File: config.mk
export PLATFORM = sky130hd
export DESIGN_NAME = eid_top
export DESIGN_NICKNAME = d
export VERILOG_FILES = /design/src/rtl/eid_pkg.sv /design/src/rtl/eid_channel.sv /design/src/rtl/eid_top.sv
export SDC_FILE = /design/constraint.sdc
export NUM_CORES = 1
export LEC_CHECK = 0
export BUFFER_PORTS_ARGS = -buffer_cell sky130_fd_sc_hd__buf_2
export CORE_MARGIN = 5
export CORE_UTILIZATION = 59
export CTS_CLUSTER_SIZE = 14
export DETAILED_ROUTE_END_ITERATION = 12
export PLACE_DENSITY = 0.83
export SYNTH_ARGS = -nofsm -noshare
export SYNTH_HDL_FRONTEND = slang
export SYNTH_SLANG_ARGS = --single-unit
File: constraint.sdc
create_clock -name CLK -period 2.6 [get_ports CLK]
set_input_delay 0.26 -clock CLK [delete_from_list [all_inputs] [get_ports CLK]]
set_output_delay 0.26 -clock CLK [all_outputs]
set_load 0.03 [all_outputs]
File: src/rtl/eid_pkg.sv
// Package: register map, field layout and shared types for the edge detector
package eid_pkg;
   // Register offsets on the plain register port
   localparam logic [11:0] ADDR_CTL2 = 12'hFD9;
   localparam logic [11:0] ADDR_CTL3 = 12'hFDA;
   localparam logic [11:0] ADDR_PWR  = 12'hFE0;
   localparam logic [11:0] ADDR_STAT = 12'hFE1;
   localparam logic [11:0] ADDR_MASK = 12'hFE2;

   // Field positions in a control register
   localparam int LVL_BIT = 4;
   localparam int ES_LSB  = 2;
   localparam int NC_LSB  = 0;

   // Edge-select codes
   localparam logic [1:0] ES_RISE = 2'h0;
   localparam logic [1:0] ES_FALL = 2'h1;
   localparam logic [1:0] ES_BOTH = 2'h2;
   localparam logic [1:0] ES_RSVD = 2'h3;

   // Sampling-interval codes: gear clock divided by 1, 4, 8, 16
   localparam logic [1:0] NC_DIV1  = 2'h0;
   localparam logic [1:0] NC_DIV4  = 2'h1;
   localparam logic [1:0] NC_DIV8  = 2'h2;
   localparam logic [1:0] NC_DIV16 = 2'h3;

   // Low-frequency clock edges per slow-mode sample, minus one
   localparam logic [1:0] LF_DIV_LAST = 2'h3;

   // Values after reset
   localparam logic [3:0] CTL_RESET  = 4'h0;
   localparam logic [1:0] PWR_RESET  = 2'h0;
   localparam logic [1:0] MASK_RESET = 2'h0;
   localparam logic [1:0] STAT_RESET = 2'h0;

   // Writable control fields of one input
   typedef struct packed {
      logic [1:0] edge_sel;
      logic [1:0] interval;
   } eid_ctl_t;

   // Everything one input channel reports to the top
   typedef struct packed {
      logic     req;
      logic     level;
      eid_ctl_t ctl;
   } eid_chan_t;

   // Sample strobe in normal modes from the shared prescaler count
   function automatic logic tick_sel(input logic [1:0] nc, input logic [3:0] pre);
      case (nc)
         NC_DIV1:  tick_sel = 1'b1;
         NC_DIV4:  tick_sel = (pre[1:0] == 2'h0);
         NC_DIV8:  tick_sel = (pre[2:0] == 3'h0);
         default:  tick_sel = (pre == 4'h0);
      endcase
   endfunction

   // Read image of a control register, upper bits zero
   function automatic logic [7:0] ctl_image(input eid_chan_t ch);
      ctl_image = {3'h0, ch.level, ch.ctl.edge_sel, ch.ctl.interval};
   endfunction
endpackage

File: src/rtl/eid_channel.sv
// One external input: control register, noise canceller and edge detector
`timescale 1ns/1ps
module eid_channel (
   input  wire logic              clk,
   input  wire logic              rst_n,
   input  wire logic              enable,
   input  wire logic              slow,
   input  wire logic              slow_tick,
   input  wire logic [3:0]        pre,
   input  wire logic              pin,
   input  wire logic              wr_ctl,
   input  wire logic [3:0]        wdata,
   output eid_pkg::eid_chan_t     chan
);
   eid_pkg::eid_ctl_t ctl;
   logic [2:0]        hist;
   logic              filt;
   logic              filt_d;
   logic              req;
   logic              level;
   logic              tick;
   logic              hit;

   // Sample strobe: fixed low-frequency rate in slow modes
   assign tick = slow ? slow_tick                                  // RULE3
                      : eid_pkg::tick_sel(ctl.interval, pre);      // RULE2

   // Control register, lost while the channel is powered off
   always_ff @(posedge clk or negedge rst_n) begin
      if (!rst_n) begin
         ctl <= eid_pkg::CTL_RESET;
      end else if (!enable) begin
         ctl <= eid_pkg::CTL_RESET;                                // RULE10
      end else if (wr_ctl) begin
         ctl <= wdata;                                             // RULE13
      end
   end

   // Noise canceller: three equal samples move the pass signal
   always_ff @(posedge clk or negedge rst_n) begin
      if (!rst_n) begin
         hist <= 3'h0;
         filt <= 1'b0;
      end else if (!enable) begin
         hist <= 3'h0;
         filt <= 1'b0;
      end else if (tick) begin
         hist <= {hist[1:0], pin};
         if ({hist[1:0], pin} == 3'h7) begin
            filt <= 1'b1;                                          // RULE12
         end else if ({hist[1:0], pin} == 3'h0) begin
            filt <= 1'b0;                                          // RULE12
         end
      end
   end

   // Previous pass level for edge detection
   always_ff @(posedge clk or negedge rst_n) begin
      if (!rst_n) begin
         filt_d <= 1'b0;
      end else begin
         filt_d <= enable & filt;
      end
   end

   // Edge match by selected condition
   always_comb begin
      case (ctl.edge_sel)
         eid_pkg::ES_RISE: hit = filt & ~filt_d;                   // RULE1
         eid_pkg::ES_FALL: hit = ~filt & filt_d;                   // RULE1
         eid_pkg::ES_BOTH: hit = filt ^ filt_d;                    // RULE1
         default:          hit = 1'b0;
      endcase
   end

   // Request pulse and captured pass level
   always_ff @(posedge clk or negedge rst_n) begin
      if (!rst_n) begin
         req   <= 1'b0;
         level <= 1'b0;
      end else begin
         req <= enable & hit;
         if (!enable) begin
            level <= 1'b0;
         end else if (hit) begin
            level <= filt;                                         // RULE4 RULE11
         end
      end
   end

   assign chan = '{req: req, level: level, ctl: ctl};

   a_rise_req: assert property (@(posedge clk) disable iff (!rst_n) // RULE1
      enable && ctl.edge_sel == eid_pkg::ES_RISE && filt && !filt_d |=> req)
      else $error("rising edge gave no request");
   a_rsvd_quiet: assert property (@(posedge clk) disable iff (!rst_n) // RULE1
      ctl.edge_sel == eid_pkg::ES_RSVD |=> !req)
      else $error("reserved edge code gave a request");
   a_level_capture: assert property (@(posedge clk) disable iff (!rst_n) // RULE4
      req |-> level == filt_d)
      else $error("captured level differs from pass level");
   a_div4_rate: assert property (@(posedge clk) disable iff (!rst_n) // RULE2
      !slow && ctl.interval == eid_pkg::NC_DIV4 && tick |-> pre[1:0] == 2'h0)
      else $error("divide-by-four sample off its slot");
   a_filter_tick: assert property (@(posedge clk) disable iff (!rst_n) // RULE12
      enable && $past(enable) && !$stable(filt) |-> $past(tick) && $past(pin) == filt)
      else $error("pass signal moved without a sample");
   a_power_off: assert property (@(posedge clk) disable iff (!rst_n) // RULE10
      !enable |=> ctl == eid_pkg::CTL_RESET && !req)
      else $error("powered-off channel kept state");
   a_ctl_write: assert property (@(posedge clk) disable iff (!rst_n) // RULE13
      enable && wr_ctl |=> ctl == $past(wdata))
      else $error("control write not stored");
endmodule

File: src/rtl/eid_top.sv
// Top: register port, clock prescaling and two external input channels
//
// Summary of operation
// RULE1: Edge code picks rising, falling, both; 11 none
// RULE2: Normal modes sample at gear clock /1,/4,/8,/16
// RULE3: Slow modes sample at low clock over four
// RULE4: Bit 4 holds pass level at last request
// RULE5: Control bits 7 to 5 read zero
// RULE6: Software disables interrupt before changing clock mode
// RULE7: Software clears latch twelve slow clocks after
// RULE8: Software clears latch after returning to normal
// RULE9: Software disables interrupt before editing control registers
// RULE10: Power enable off clears channel and its control
// RULE11: Captured level refreshes on each new request
// RULE12: Short pulses rejected, long pulses accepted as signal
// RULE13: Edge field bits 3:2, interval bits 1:0
// RULE14: Two independent identical channels
`timescale 1ns/1ps
module eid_top (
   input  wire logic        CLK,
   input  wire logic        NRST,
   input  wire logic [11:0] ADDR,
   input  wire logic [7:0]  WDATA,
   input  wire logic        WR,
   input  wire logic        RD,
   output logic      [7:0]  RDATA,
   input  wire logic [1:0]  EXT_IN,
   input  wire logic        LF_CLK,
   input  wire logic        SLOW_MODE,
   output logic      [1:0]  IRQ_REQ,
   output logic             IRQ
);
   logic [1:0]         rst_sync;
   logic               rst_n;
   logic [3:0]         pin_meta;
   logic [3:0]         pin_sync;
   logic               lf_last;
   logic               lf_rise;
   logic [1:0]         lf_cnt;
   logic               slow_tick;
   logic [3:0]         pre;
   logic [1:0]         pwr;
   logic [1:0]         mask;
   logic [1:0]         status;
   logic [1:0]         req;
   logic [1:0]         wr_ctl;
   logic               rd_stat;
   logic [7:0]         next_rdata;
   eid_pkg::eid_chan_t chan [2];

   // Reset release through two flops
   always_ff @(posedge CLK or negedge NRST) begin
      if (!NRST) begin
         rst_sync <= 2'h0;
      end else begin
         rst_sync <= {rst_sync[0], 1'b1};
      end
   end
   assign rst_n = rst_sync[1];

   // Two-flop synchronisers for pins, low clock and mode
   always_ff @(posedge CLK or negedge rst_n) begin
      if (!rst_n) begin
         pin_meta <= 4'h0;
         pin_sync <= 4'h0;
      end else begin
         pin_meta <= {SLOW_MODE, LF_CLK, EXT_IN};
         pin_sync <= pin_meta;
      end
   end

   // Rising edge of the synchronised low-frequency clock
   always_ff @(posedge CLK or negedge rst_n) begin
      if (!rst_n) begin
         lf_last <= 1'b0;
      end else begin
         lf_last <= pin_sync[2];
      end
   end
   assign lf_rise = pin_sync[2] & ~lf_last;

   // Slow-mode sample strobe on every fourth low clock edge
   always_ff @(posedge CLK or negedge rst_n) begin
      if (!rst_n) begin
         lf_cnt    <= 2'h0;
         slow_tick <= 1'b0;
      end else begin
         slow_tick <= lf_rise && lf_cnt == eid_pkg::LF_DIV_LAST;   // RULE3
         if (lf_rise) begin
            lf_cnt <= lf_cnt + 2'h1;
         end
      end
   end

   // Free-running gear clock prescaler shared by both channels
   always_ff @(posedge CLK or negedge rst_n) begin
      if (!rst_n) begin
         pre <= 4'h0;
      end else begin
         pre <= pre + 4'h1;
      end
   end

   // Write decode for the control registers, read decode for status
   assign wr_ctl[0] = WR && ADDR == eid_pkg::ADDR_CTL2;
   assign wr_ctl[1] = WR && ADDR == eid_pkg::ADDR_CTL3;
   assign rd_stat   = RD && ADDR == eid_pkg::ADDR_STAT;

   // Two independent channels, one per input
   for (genvar i = 0; i < 2; i++) begin : g_chan
      eid_channel u_chan (                                          // RULE14
         .clk       (CLK),
         .rst_n     (rst_n),
         .enable    (pwr[i]),
         .slow      (pin_sync[3]),
         .slow_tick (slow_tick),
         .pre       (pre),
         .pin       (pin_sync[i]),
         .wr_ctl    (wr_ctl[i]),
         .wdata     (WDATA[3:0]),
         .chan      (chan[i])
      );
      assign req[i] = chan[i].req;
   end

   // Power enable and mask registers
   always_ff @(posedge CLK or negedge rst_n) begin
      if (!rst_n) begin
         pwr  <= eid_pkg::PWR_RESET;
         mask <= eid_pkg::MASK_RESET;
      end else if (WR) begin
         if (ADDR == eid_pkg::ADDR_PWR) begin
            pwr <= WDATA[1:0];                                     // RULE10
         end
         if (ADDR == eid_pkg::ADDR_MASK) begin
            mask <= WDATA[1:0];
         end
      end
   end

   // Sticky status, cleared by a read; a new request wins
   always_ff @(posedge CLK or negedge rst_n) begin
      if (!rst_n) begin
         status <= eid_pkg::STAT_RESET;
      end else begin
         status <= (rd_stat ? 2'h0 : status) | req;
      end
   end

   // Read data multiplexer
   always_comb begin
      next_rdata = 8'h00;
      if (RD) begin
         case (ADDR)
            eid_pkg::ADDR_CTL2: next_rdata = eid_pkg::ctl_image(chan[0]); // RULE5
            eid_pkg::ADDR_CTL3: next_rdata = eid_pkg::ctl_image(chan[1]); // RULE5
            eid_pkg::ADDR_PWR:  next_rdata = {6'h00, pwr};
            eid_pkg::ADDR_STAT: next_rdata = {6'h00, status};
            eid_pkg::ADDR_MASK: next_rdata = {6'h00, mask};
            default:            next_rdata = 8'h00;
         endcase
      end
   end

   // Registered outputs
   always_ff @(posedge CLK or negedge rst_n) begin
      if (!rst_n) begin
         RDATA <= 8'h00;
         IRQ   <= 1'b0;
      end else begin
         RDATA <= next_rdata;
         IRQ   <= |(((rd_stat ? 2'h0 : status) | req) & mask);
      end
   end
   assign IRQ_REQ = req;

   a_ctl_upper: assert property (@(posedge CLK) disable iff (!rst_n) // RULE5
      $past(RD) && ($past(ADDR) == eid_pkg::ADDR_CTL2
                    || $past(ADDR) == eid_pkg::ADDR_CTL3) |-> RDATA[7:5] == 3'h0)
      else $error("control upper bits not zero");
   a_slow_rate: assert property (@(posedge CLK) disable iff (!rst_n) // RULE3
      lf_rise && lf_cnt == eid_pkg::LF_DIV_LAST |=> slow_tick ##1 !slow_tick)
      else $error("slow sample strobe missing");
   a_status_sticky: assert property (@(posedge CLK) disable iff (!rst_n) // RULE14
      req[0] |=> status[0] [*2] or (status[0] ##1 $past(rd_stat)))
      else $error("request lost from status");
   a_irq_level: assert property (@(posedge CLK) disable iff (!rst_n)
      |(status & mask) && !rd_stat |=> IRQ)
      else $error("unmasked status without interrupt");

   // Read data back to zero outside the read slot
   a_rdata_idle: assert property (@(posedge CLK) disable iff (!rst_n)
      !$past(RD) |-> RDATA == 8'h00)
      else $error("read data outside the read slot");

   // Level bit reads back as captured
   a_level_read: assert property (@(posedge CLK) disable iff (!rst_n) // RULE4
      $past(RD) && $past(ADDR) == eid_pkg::ADDR_CTL2
      |-> RDATA[eid_pkg::LVL_BIT] == $past(chan[0].level))
      else $error("level bit read differs from capture");

   // Power enable write lands
   a_pwr_write: assert property (@(posedge CLK) disable iff (!rst_n) // RULE10
      WR && ADDR == eid_pkg::ADDR_PWR |=> pwr == $past(WDATA[1:0]))
      else $error("power enable write not stored");

   // Status read clears when no request races it
   a_stat_clear: assert property (@(posedge CLK) disable iff (!rst_n)
      rd_stat && req == 2'h0 |=> status == 2'h0)
      else $error("status not cleared by read");

   // Second input request lands in status
   a_status_three: assert property (@(posedge CLK) disable iff (!rst_n) // RULE14
      req[1] |=> status[1])
      else $error("second input request lost from status");

   // Filtered requests never come back to back
   a_req_single: assert property (@(posedge CLK) disable iff (!rst_n) // RULE12
      req[0] |=> !req[0])
      else $error("back-to-back request from one input");

   // Interrupt only from an unmasked status bit
   a_irq_source: assert property (@(posedge CLK) disable iff (!rst_n)
      IRQ |-> |(status & $past(mask)))
      else $error("interrupt without unmasked status");

   // Fully masked status keeps the interrupt low
   a_mask_quiet: assert property (@(posedge CLK) disable iff (!rst_n)
      mask == 2'h0 |=> !IRQ)
      else $error("interrupt raised while fully masked");
endmodule

==> reports/results.tsv <==
metric	value	unit
outcome	finished clean	
Die Y	72.25	um
synth unique cells	42	
clk_lat worst skew	300	ps
Pins Over Slew Limit	0	
leading area contributor after synthesis	dfrtp_1	
top cells by area, synth	dfrtp_1 (55%), ha_1 (3.8%), o21ai_0 (3.7%), a21oi_1 (2.8%), mux2i_1 (2.6%)	
Slew HR	33.39	%
post-synthesis sequential area ratio	54.73	%
IO Port Bufs	31	
largest net degree at the start of global routing	49	
fin crit share	64.55	%
CP max stage delay	400	ps
ANT cells	0	
Core Area	0.003716	mm^2
post-route ant nets	0	
mux share of post-synthesis cell area	6.076	%
DRT iter0 DRCs	136	
chip width	72.25	um
initial core utilization	61.52	%
Buffers & Inverters on Critical Path	1	
CP cell instances	inv_1, ha_1, a21bo_2, a221oi_1, nor2_1, mux2i_1	
Synth top area share	54.73	%
Total Power	1449	uW
Area growth, synth to finish	13.08	%
worst-margin pin slew	999.2	ps
initial antenna violation count	0	
RSZ-0062 raised after global routing	false	
layout cells sized above 1	21.49	%
Worst Setup Start Kind	flip-flop	
clock sinks	50	
Synth Area per Inst	11.10	um^2
pre-CTS setup slack	730.3	ps
Worst Reg-to-Reg Cells	6	
ys flop type	dfrtp_1	
Power Density	560.6	mW/mm^2
xor/xnor share of the synthesized area	1.149	%
TritonRoute pass-1 iters	5	
Hold Crit Class	in -> reg	
largest family of logic cells by synthesized area	simple AND/OR/NAND/NOR gates	
Final min period	1678	ps
Setup Crit Path Kind	reg -> reg	
count of final setup violators	0	
Routed WL per cell	14.33	um
GP Congestion	0.8417	
crit end category	flip-flop	
sw power	318.0	uW
combinational share of power	5.8	%
Post-synth EDFFs	0	
WP data required	2780	ps
Yosys reg bits	50	
hold path depth	1	
CP Data Arrival Time	1860	ps
Final Skew	13.82	ps
Clk pwr share	36.8	%
CTS resizes	0	
Placed Instances	281	
H-tree levels	2	
maxcap violations	0	
Final Instance Count excl. Fillers	290	
commonest cells in the netlist	dfrtp_1 (50), o21ai_0 (17), nor2_1 (14), a21oi_1 (13), inv_1 (13)	
vias in the first global route	1623	
clk root buf	clkbuf_8	
GR Util All Layers	18.13	%
Clock Tree Buf Depth	2	
DRC	0	
aggregate routed wire length	4155	um
slowest stage cell, crit path	dfrtp_1	
CTS Hold Bufs	1	
leakage power	0.001161	uW
io pins	39	
post-route setup slack	921.7	ps
die area	0.005219	mm^2
Cell Area, Synth	0.002286	mm^2
most common cell in the synthesized netlist	dfrtp_1	
Peak Freq	595.9	MHz
sw frac	21.95	%
global-route wire length before repair	7314	um
sequential share of power	57.4	%
Synth Area in Simple Gates	17.02	%
Int Pwr	1131	uW
Synth Area in Compound Gates	12.42	%
total number of vias	1693	
Final Hold Viols	0	
Post-Synthesis Cells	206	
yosys warns	0	
logic depth of the worst path, buffers included	6	
vias per cell	5.838	
setup TNS	0	ps
dpl hpwl	3089	um
cell family with most CP delay	compound AO/OA/AOI/OAI gates	
Layout Nets	276	
Clk pin slew, worst setup/hold paths	80	ps
Rows	22	
Synth async-reset ratio	100.0	%
CP Max Fanout	3	
total gr overflow	0	
CTS tree	built	
TritonCTS buffer count	5	
largest vdd supply drop	503.7	uV
Post-CTS Setup Inserts	0	
Synth Area in Adders	3.831	%
## per-layer routing
| metal | wire length [um] | vias up | global-route usage (%) |
|---|---|---|---|
| li1 | - | 805 | - |
| met1 | 1732 | 801 | 24.91 |
| met2 | 1887 | 77 | 26.69 |
| met3 | 415 | 10 | 4.571 |
| met4 | 119 | 0 | 9.186 |
| met5 | 0 | - | 0 |
## sequential cells by signal (all words and copies together), names as in the netlist, 4 cells and up
signal              count
g_chan.u_chan.chan      8
pin_meta                4
pin_sync                4
g_chan.u_chan.hist      4
RDATA                   5
pre                     4
## power by group through the flow
stage / logic, uW / registers [uW] / clock network, uW
3_5_place_dp: 82.3 / 848 / 0
5_1_grt: 101 / 840 / 579
3_3_place_gp: 80.0 / 847 / 0
6_report: 84.0 / 831 / 534
4_1_cts: 83.9 / 833 / 548
2_1_floorplan: 53.4 / 842 / 0
## layout make-up
cell class | instances | area, um^2
clock buffers | 6 | 72.57
clock inverters | 2 | 37.54
fillers | 285 | 1131
inverters | 13 | 48.80
multi-input cells | 138 | 940.9
flip-flops and latches | 50 | 1252
well taps | 48 | 60.06
repair buffers | 33 | 172.7
## logic make-up (layout without fill, tap and decap cells)
family,after synthesis,after routing
other,2,4
buffers and inverters,20,54
AO/OA/AOI/OAI,45,45
flip-flops,50,50
adder cells (fa/ha/maj),7,7
XOR/XNOR,3,3
multiplexers,13,13
AND/OR/NAND/NOR,66,66
## placed cells by master, fill, tap and decap left out, types with 3 or more instances in the layout
master	Yosys	final
a21oi_1	13	13
a32oi_1	3	3
and2_1	3	3
buf_2	0	31
clkbuf_8	0	5
conb_1	2	4
dfrtp_1	50	49
ha_1	7	7
inv_1	13	13
mux2_2	5	5
mux2i_1	6	6
nand2_1	11	11
nand3_1	10	10
nand4_1	4	4
nand4b_1	3	3
nor2_1	14	14
nor3_1	6	6
o21ai_0	17	17
## per-stage QoR
stage	instance area [um^2]	util [%]	hold slack, ps
after CTS	2585	69.56	49.69
after detailed placement	2465	66.33	47.32
after global placement	2465	66.33	45.86
final	2585	69.56	64.48
after global routing	2585	69.56	53.11
after floorplan	2293	-	-35.59
## path summary, 6_finish.rpt
kind / startpoint / to / slack, ps
hold / removal: SLOW_MODE / pin_meta[3] / 60
hold reg to reg: pin_meta[3] / pin_sync[3] / 350
min in group asynchronous: NRST / rst_sync[0] / 270
max in group asynchronous: rst_sync[1] / pwr[0] / 1550
setup / recovery: pre[0] / g_chan[0].u_chan.hist[1] / 920
setup reg to reg: pre[0] / g_chan[0].u_chan.hist[1] / 920
No activity file was read; power rests on OpenSTA's default activity.
